[src/include/fmc_pkg.sv]
/*
  fmc_pkg: constants for the filter mode control word.
  assumes: a single 200 MHz system clock domain.
*/
package fmc_pkg;
  localparam int MODE_W = 16;
  localparam logic [15:0] MODE_RST = 16'h0000;
  localparam int BIT_SINGLE = 15;
  localparam int RATE_HI = 14;
  localparam int RATE_LO = 13;
  localparam int BIT_DECIM = 12;
  localparam int ROLE_HI = 11;
  localparam int ROLE_LO = 10;
  localparam int BIT_BANK_REG = 7;
  localparam int BIT_BANK_UP = 6;
  localparam int BIT_SWAP_ALL = 5;
  localparam int BIT_CASCADE = 4;
  localparam int RATE_DIV_MAX = 8;
  localparam int CNT_W = 3;
  typedef enum logic [1:0] {
    FMC_FULL = 2'h0, FMC_HALF = 2'h1, FMC_QUARTER = 2'h2, FMC_EIGHTH = 2'h3
  } fmc_rate_type;
  typedef enum logic [1:0] {
    FMC_INTERMEDIATE = 2'h0, FMC_INTERFACE = 2'h1,
    FMC_TERMINATION = 2'h2, FMC_STANDALONE = 2'h3
  } fmc_role_type;
endpackage

[src/verilog/fmc_rate_div.sv]
/*
  fmc_rate_div: sample clock enable divider, full to one eighth.
  assumes: rate code taken from the active mode word.
*/
`timescale 1ns/1ps
module fmc_rate_div
  import fmc_pkg::*;
(
  input wire logic clk,
  input wire logic nrst,
  input wire logic [1:0] rate,
  output logic sample_en
);
  logic [CNT_W-1:0] cnt_ff;
  logic [CNT_W-1:0] nxt_cnt;
  logic [CNT_W-1:0] last;

  always_comb begin
    case (rate)
      FMC_FULL: last = 3'h0;
      FMC_HALF: last = 3'h1;
      FMC_QUARTER: last = 3'h3;
      default: last = 3'h7;
    endcase
    nxt_cnt = (cnt_ff >= last) ? 3'h0 : cnt_ff + 3'h1;
    sample_en = (cnt_ff >= last);
  end

  always_ff @(posedge clk or negedge nrst) begin
    if (!nrst) begin
      cnt_ff <= '0;
    end else begin
      cnt_ff <= nxt_cnt;
    end
  end

  // a swap may raise the rate right after an eighth-rate tick
  rate_div_a: assert property (@(posedge clk) disable iff (!nrst)
    (rate == FMC_EIGHTH && sample_en) |=> (rate != FMC_EIGHTH || !sample_en) [*7])
    else $error("eighth rate enable too frequent");
  tick_gap_a: assert property (@(posedge clk) disable iff (!nrst)
    sample_en |-> ##[1:8] sample_en)
    else $error("sample enable gap longer than eighth rate");
endmodule

[src/verilog/fmc_mode_reg.sv]
/*
  fmc_mode_reg: double-buffered 16-bit filter mode word with decoded outputs.
  assumes: synchronous write port and bank swap pin on clk.
*/
`timescale 1ns/1ps
// What this block does
// - one sixteen-bit word configures everything
// - after the first, writes land in pending copy only
// - bank swap toggle activates pending word
// - first write after reset goes active
// - bit15 single, else bit4 cascade
// - bits14:13 sample rate divide
// - bit12 decimate by two
// - bits11:10 chain role
// - bit7 picks pin or register bank
// - bit6 lower or upper bank
// - bit5 swaps bank every sample
// - control word select routes write here
module fmc_mode_reg
  import fmc_pkg::*;
(
  input wire logic clk,
  input wire logic nrst,
  input wire logic cs_n,
  input wire logic wen_n,
  input wire logic control_word_select,
  input wire logic byte_mode_n,
  input wire logic byte_half_select,
  input wire logic [15:0] wdata,
  input wire logic bank_swap_pin,
  output logic [15:0] active_mode_ff,
  output logic single_filter_ff,
  output logic cascade_ff,
  output logic [1:0] rate_sel_ff,
  output logic decimate_ff,
  output logic [1:0] chain_role_ff,
  output logic upper_bank_ff,
  output logic sample_tick_ff
);
  import fmc_pkg::*;

  logic [15:0] pend_ff, nxt_pend;
  logic [15:0] nxt_active;
  logic first_ff, nxt_first;
  logic swap_req_ff, nxt_swap_req;
  logic pin_ff, nxt_pin;
  logic pin_live_ff, nxt_pin_live;
  logic bank_ff, nxt_bank;
  logic nxt_single, nxt_cascade, nxt_decim, nxt_upper;
  logic [1:0] nxt_rate, nxt_role;
  logic wr, sample_en;

  fmc_rate_div u_div (
    .clk(clk),
    .nrst(nrst),
    .rate(active_mode_ff[RATE_HI:RATE_LO]),
    .sample_en(sample_en)
  );

  // write only when both strobes low and the mode word is addressed
  assign wr = !cs_n && !wen_n && control_word_select;

  always_comb begin
    nxt_pend = pend_ff;
    nxt_active = active_mode_ff;
    nxt_first = first_ff;
    nxt_pin = bank_swap_pin;
    nxt_pin_live = 1'b1;
    nxt_swap_req = swap_req_ff;
    nxt_bank = bank_ff;
    if (wr) begin
      if (byte_mode_n) begin
        nxt_pend = wdata;
      end else if (!byte_half_select) begin
        nxt_pend[7:0] = wdata[7:0];
      end else begin
        nxt_pend[15:8] = wdata[7:0];
      end
    end
    // any level change of the pin counts as a toggle; set beats sample clear
    // pin_ff holds only its reset constant until one edge has passed, so a
    // pin resting high must not read as a toggle right after reset
    if (pin_live_ff && pin_ff != bank_swap_pin) begin
      nxt_swap_req = 1'b1;
    end else if (sample_en) begin
      nxt_swap_req = 1'b0;
    end
    if (sample_en && swap_req_ff) begin
      nxt_active = pend_ff;
    end
    // after reset, the first complete word goes live directly
    if (first_ff && wr && (byte_mode_n || byte_half_select)) begin
      nxt_active = nxt_pend;
      nxt_first = 1'b0;
    end
    // pin mode flips the bank with the same swap that loads the pending word
    if (active_mode_ff[BIT_SWAP_ALL]) begin
      if (sample_en) begin
        nxt_bank = !bank_ff;
      end
    end else if (active_mode_ff[BIT_BANK_REG]) begin
      nxt_bank = active_mode_ff[BIT_BANK_UP];
    end else if (sample_en && swap_req_ff) begin
      nxt_bank = !bank_ff;
    end
    // decoded fields lag the active word by one cycle so each output is a flop
    nxt_single = active_mode_ff[BIT_SINGLE];
    nxt_cascade = !active_mode_ff[BIT_SINGLE] && active_mode_ff[BIT_CASCADE];
    nxt_rate = active_mode_ff[RATE_HI:RATE_LO];
    nxt_decim = active_mode_ff[BIT_DECIM];
    nxt_role = active_mode_ff[ROLE_HI:ROLE_LO];
    nxt_upper = bank_ff;
  end

  always_ff @(posedge clk or negedge nrst) begin
    if (!nrst) begin
      pend_ff <= MODE_RST;
      active_mode_ff <= MODE_RST;
      first_ff <= 1'b1;
      swap_req_ff <= 1'b0;
      pin_ff <= 1'b0;
      pin_live_ff <= 1'b0;
      bank_ff <= 1'b0;
      single_filter_ff <= 1'b0;
      cascade_ff <= 1'b0;
      rate_sel_ff <= 2'h0;
      decimate_ff <= 1'b0;
      chain_role_ff <= 2'h0;
      upper_bank_ff <= 1'b0;
      sample_tick_ff <= 1'b0;
    end else begin
      pend_ff <= nxt_pend;
      active_mode_ff <= nxt_active;
      first_ff <= nxt_first;
      swap_req_ff <= nxt_swap_req;
      pin_ff <= nxt_pin;
      pin_live_ff <= nxt_pin_live;
      bank_ff <= nxt_bank;
      single_filter_ff <= nxt_single;
      cascade_ff <= nxt_cascade;
      rate_sel_ff <= nxt_rate;
      decimate_ff <= nxt_decim;
      chain_role_ff <= nxt_role;
      upper_bank_ff <= nxt_upper;
      sample_tick_ff <= sample_en;
    end
  end

  first_load_a: assert property (@(posedge clk) disable iff (!nrst)
    (first_ff && wr && byte_mode_n) |=> active_mode_ff == $past(wdata))
    else $error("first word not loaded active");
  pend_only_a: assert property (@(posedge clk) disable iff (!nrst)
    (!first_ff && !swap_req_ff) |=> $stable(active_mode_ff))
    else $error("active word changed without swap");
  swap_move_a: assert property (@(posedge clk) disable iff (!nrst)
    (swap_req_ff && sample_en && !wr) |=> active_mode_ff == $past(pend_ff))
    else $error("swap did not move pending word");
  pin_toggle_a: assert property (@(posedge clk) disable iff (!nrst)
    (pin_live_ff && pin_ff != bank_swap_pin) |=> swap_req_ff)
    else $error("pin toggle missed");
  no_write_a: assert property (@(posedge clk) disable iff (!nrst)
    (!control_word_select) |=> pend_ff == $past(pend_ff))
    else $error("pending word written without select");
  decode_mode_a: assert property (@(posedge clk) disable iff (!nrst)
    ##1 single_filter_ff == $past(active_mode_ff[BIT_SINGLE])
    && cascade_ff == ($past(active_mode_ff[BIT_CASCADE]) && !single_filter_ff))
    else $error("filter mode decode wrong");
  reg_bank_a: assert property (@(posedge clk) disable iff (!nrst)
    (active_mode_ff[BIT_BANK_REG] && !active_mode_ff[BIT_SWAP_ALL])
    |=> bank_ff == $past(active_mode_ff[BIT_BANK_UP]))
    else $error("register bank select wrong");
  swap_all_a: assert property (@(posedge clk) disable iff (!nrst)
    (active_mode_ff[BIT_SWAP_ALL] && sample_en) |=> bank_ff != $past(bank_ff))
    else $error("bank not swapped on sample");
  fields_a: assert property (@(posedge clk) disable iff (!nrst)
    ##1 rate_sel_ff == $past(active_mode_ff[14:13])
    && decimate_ff == $past(active_mode_ff[12])
    && chain_role_ff == $past(active_mode_ff[11:10]))
    else $error("rate, decimate or role decode wrong");

  // write port
  word_pend_a: assert property (@(posedge clk) disable iff (!nrst)
    (wr && byte_mode_n) |=> pend_ff == $past(wdata))
    else $error("word write not stored in pending copy");
  low_byte_a: assert property (@(posedge clk) disable iff (!nrst)
    (wr && !byte_mode_n && !byte_half_select)
    |=> pend_ff == {$past(pend_ff[15:8]), $past(wdata[7:0])})
    else $error("low byte not stored in low half");
  strobe_gate_a: assert property (@(posedge clk) disable iff (!nrst)
    (cs_n || wen_n) |=> $stable(pend_ff))
    else $error("pending word written without both strobes");

  // direct load after reset
  first_byte_a: assert property (@(posedge clk) disable iff (!nrst)
    (first_ff && wr && !byte_mode_n && byte_half_select)
    |=> active_mode_ff == {$past(wdata[7:0]), $past(pend_ff[7:0])})
    else $error("first byte-wide word not loaded active");
  first_once_a: assert property (@(posedge clk) disable iff (!nrst)
    !first_ff |=> !first_ff)
    else $error("direct load armed again without reset");

  // swap request and bank
  req_hold_a: assert property (@(posedge clk) disable iff (!nrst)
    (swap_req_ff && !sample_en) |=> swap_req_ff)
    else $error("swap request lost before sample clock");
  req_clear_a: assert property (@(posedge clk) disable iff (!nrst)
    (swap_req_ff && sample_en && pin_ff == bank_swap_pin) |=> !swap_req_ff)
    else $error("swap request not cleared after swap");
  swap_wait_a: assert property (@(posedge clk) disable iff (!nrst)
    swap_req_ff |-> ##[0:7] sample_en)
    else $error("pending word waited too long for a sample clock");
  pin_bank_a: assert property (@(posedge clk) disable iff (!nrst)
    (!active_mode_ff[BIT_BANK_REG] && !active_mode_ff[BIT_SWAP_ALL]
    && sample_en && swap_req_ff) |=> bank_ff != $past(bank_ff))
    else $error("pin swap did not flip the bank");
  pin_hold_a: assert property (@(posedge clk) disable iff (!nrst)
    (!active_mode_ff[BIT_BANK_REG] && !active_mode_ff[BIT_SWAP_ALL]
    && !(sample_en && swap_req_ff)) |=> $stable(bank_ff))
    else $error("pin mode bank changed without swap");
endmodule

[config.mk]
export PLATFORM = sky130hd
export DESIGN_NAME = fmc_mode_reg
export DESIGN_NICKNAME = d
export VERILOG_FILES = /design/src/include/fmc_pkg.sv /design/src/verilog/fmc_rate_div.sv /design/src/verilog/fmc_mode_reg.sv
export SDC_FILE = /design/constraint.sdc
export NUM_CORES = 1
export LEC_CHECK = 0
export BUFFER_PORTS_ARGS = -buffer_cell sky130_fd_sc_hd__buf_4
export CELL_PAD_IN_SITES_DETAIL_PLACEMENT = 0
export CELL_PAD_IN_SITES_GLOBAL_PLACEMENT = 1
export CORE_ASPECT_RATIO = 1.5
export CORE_MARGIN = 10
export CORE_UTILIZATION = 35
export CTS_BUF_LIST = sky130_fd_sc_hd__clkbuf_16
export DETAILED_ROUTE_END_ITERATION = 7
export PLACE_DENSITY = 0.74
export SYNTH_ARGS = -nofsm -noshare
export SYNTH_HDL_FRONTEND = slang
export SYNTH_SLANG_ARGS = --single-unit
[constraint.sdc]
create_clock -name clk -period 1.75 [get_ports clk]
set_input_delay 0.0875 -clock clk [delete_from_list [all_inputs] [get_ports clk]]
set_output_delay 0.0875 -clock clk [all_outputs]
set_load 0.02 [all_outputs]
==> flow_metrics.tcl <==
set metrics [dict create \
    synthDistinctLibCells 37 \
    path_cells "or2_4 > ha_4 > nor2b_4 > o21a_4 > inv_8 > buf_12 > a31oi_1 > a22oi_1" \
    num_vias 1785 \
    final.setup.worst_slack_ps -30.6 \
    synth_seq_cells 49 \
    start_kind "flop" \
    vdd_drop_max_mv 0.853 \
    synth-async-reset-ratio_pct 100 \
    cp_slowest_cell "dfrtp_2" \
    rows 35 \
    fp.dieH_um 116 \
    grt_max_degree 50 \
    stdcell_area_sq_um 3160 \
    postPlaceCellArea_sq_um 2730 \
    synthTopCellsByCount "dfrtp_1 (48), nor2_1 (23), inv_1 (15)" \
    power.leakage_uw 0.00141 \
    synth_top_area_share_pct 55.4 \
    p_sw_uw 2400 \
    layout-drive-gt1-share_pct 44.6 \
    failed_checks "negative setup slack" \
    viasPerCell 5.23 \
    path_class "reg2reg" \
    syn-num-nets 225 \
    slew_violations 0 \
    cap_violations 0 \
    synth_edf_count 0 \
    core_area_sq_um 6090 \
    clk_latency_ps 280 \
    antenna_found_initial 0 \
    io_pins 49 \
    pwr-share-clk_pct 15.1 \
    synth_area_leaders "dfrtp_1 (55%), mux2_2 (4.2%), nor2_1 (4.0%)" \
    cpPeakStageDelay_ps 410 \
    final_util_pct 51.9 \
    gp_congestion 0.784 \
    layout.cells.non_filler 341 \
    cts_root_buf "clkbuf_16" \
    pwr-share-seq_pct 30.0 \
    status "complete, but fails checks" \
    clk_path_buf_depth 2 \
    p_sw_share_pct 39.2 \
    p_int_uw 3720 \
    fillerInstances 568 \
    final_nets 294 \
    final_hold_viol_count 0 \
    setup_viol 6 \
    grt_pass1_vias 1907 \
    synth-seq-area-share_pct 56.6 \
    postRouteWirelength_um 5950 \
    initial_utilization_pct 35.6 \
    clk_pin_slew_ps 60 \
    synth_top_flop_cell "dfrtp_1" \
    p_comb_share_pct 54.9 \
    grt_pass1_wl_um 9400 \
    synth_top_area_cell "dfrtp_1" \
    post-route-drc-count 0 \
    rsz0062_at_grt "true" \
    wl_per_cell_um 17.4 \
    htree_levels 2 \
    first_pass_iters 4 \
    grt_usage_pct 11.6 \
    hold_class "in2reg" \
    slew_headroom_pct 58.3 \
    yosysWarnings 0 \
    drt-initial-drc-count 106 \
    n_antenna_cell 0 \
    grt-ovfl-total 0 \
    post-route-period-util_pct 102 \
    dieArea_sq_um 9810 \
    clock_skew_ps 5.55 \
    cp-end-kind "flop" \
    crit_arrival_ps 1930 \
    cts_made_buffers 5 \
    synthToLayoutAreaGrowth_pct 45.7 \
    power_density_nw_per_um2 1940 \
    syn_inst 197 \
    synthesis.area_sq_um 2170 \
    clock.fmax_mhz 562 \
    drtAntennaViolNets 0 \
    syn_area_per_cell_sq_um 11.0 \
    dpl.hpwl_um 4320 \
    worst_slew_pin_slew_ps 626 \
    cts_tree "done" \
    critPathRequiredTime_ps 1900 \
    synth.most_common_cell "dfrtp_1" \
    dp.cells 327 \
    finalCriticalPeriod_ps 1780 \
    dieWidth_um 84.3 \
    critPathMaxFanout 8 \
    cts_sinks 49 \
    port_buffers 48 \
]
-- kinds of logic (layout without fill, tap and decap cells) --
kind of cell,count (synthesis),count (layout),synth area share [%]
AO/OA/AOI/OAI,59,59,19.4
AND/OR/NAND/NOR,51,52,11.7
flip-flops,49,49,56.6
buffers and inverters,22,91,4.50
multiplexers,8,8,4.15
adder cells (fa/ha/maj),4,4,2.31
XOR/XNOR,3,3,1.21
other,1,1,0.173
-- power by group through the flow --
stage | Sequential [uW] | Clock, uW | Combinational [uW]
floorplan | 2130 | 0 | 1130
global placement | 1830 | 0 | 2460
detailed placement | 1840 | 0 | 2500
CTS | 1820 | 943 | 2730
global route | 1900 | 982 | 3620
finish | 1840 | 926 | 3370
-- path summary, 6_finish.rpt --
path	end	cells past startpoint	slack, ps	from
setup / recovery	active_mode_ff[15]	8	-30	active_mode_ff[13]
hold / removal	pend_ff[11]	3	60	wdata[11]
setup reg to reg	active_mode_ff[15]	8	-30	active_mode_ff[13]
hold reg to reg	chain_role_ff[0]	0	420	active_mode_ff[10]
max in group asynchronous	active_mode_ff[14]	2	930	nrst
min in group asynchronous	pin_ff	2	360	nrst
-- metrics by stage --
stage	hold slack, ps	total power (uW)	TNS (ps)	worst slack (ps)
floorplan	-208	3260	-263	-54.0
global placement	142	4290	-15.8	-6.36
detailed placement	147	4340	-316	-50.9
CTS	54.6	5500	-455	-56.5
global route	64.3	6500	-1080	-124
finish	59.0	6130	-110	-30.6
-- routing by layer --
metal  part of all wire, %  global-route usage, %
met3                   5.2                   3.14
met1                    39                   12.6
met5                     0                      0
met2                    55                   21.4
met4                   1.0                   3.36
-- cell usage in the layout, fill, tap and decap left out, drive strengths merged, types with 2 or more instances in the layout --
cell,count
ha,4
dlygate4sd3,2
a21oi,4
a221oi,8
o21a,2
o311a,2
dfrtp,48
nand3,3
a211o,2
a31oi,8
or2,2
nand2,11
a2bb2oi,4
nor2,24
buf,66
clkinv,3
xnor2,2
o21ai,13
a22oi,7
clkbuf,5
mux2,8
and2,3
o22ai,6
inv,15
nor2b,5
-- worst max-delay path: cells and delay by family, from the launching register on --
family,cells,cell delay [ps]
AOI/OAI and AO/OA,3,420
DFF,1,410
and+or+nand+nor,2,360
adders and majority gates,1,240
buffers and inverters,2,200
-- sequential cells by signal (all words and copies together) (netlist names), 2 cells and up --
signal and count:
u_div.cnt_ff 3, chain_role_ff 2, rate_sel_ff 2, active_mode_ff 16, pend_ff 16
-- timing repair --
action                     CTS  global route
setup endpoints to repair   10            17
pin swaps                    3            15
buffers inserted             0             4
hold buffers                 2             0
hold endpoints to repair    49             0
resized for setup            8            31
gates cloned                 1             0
-- final cells by class --
cell class	instances	area (sq um)	share of cell area [%]
Sequential cell	49	1230	38.9
Multi-Input combinational cell	127	1090	34.4
Timing Repair Buffer	68	544	17.2
Clock buffer	5	125	3.96
Tap cell	74	92.6	2.93
Inverter	15	63.8	2.02
Clock inverter	3	17.5	0.554
Note: power is estimated with default switching activity, not from simulation.
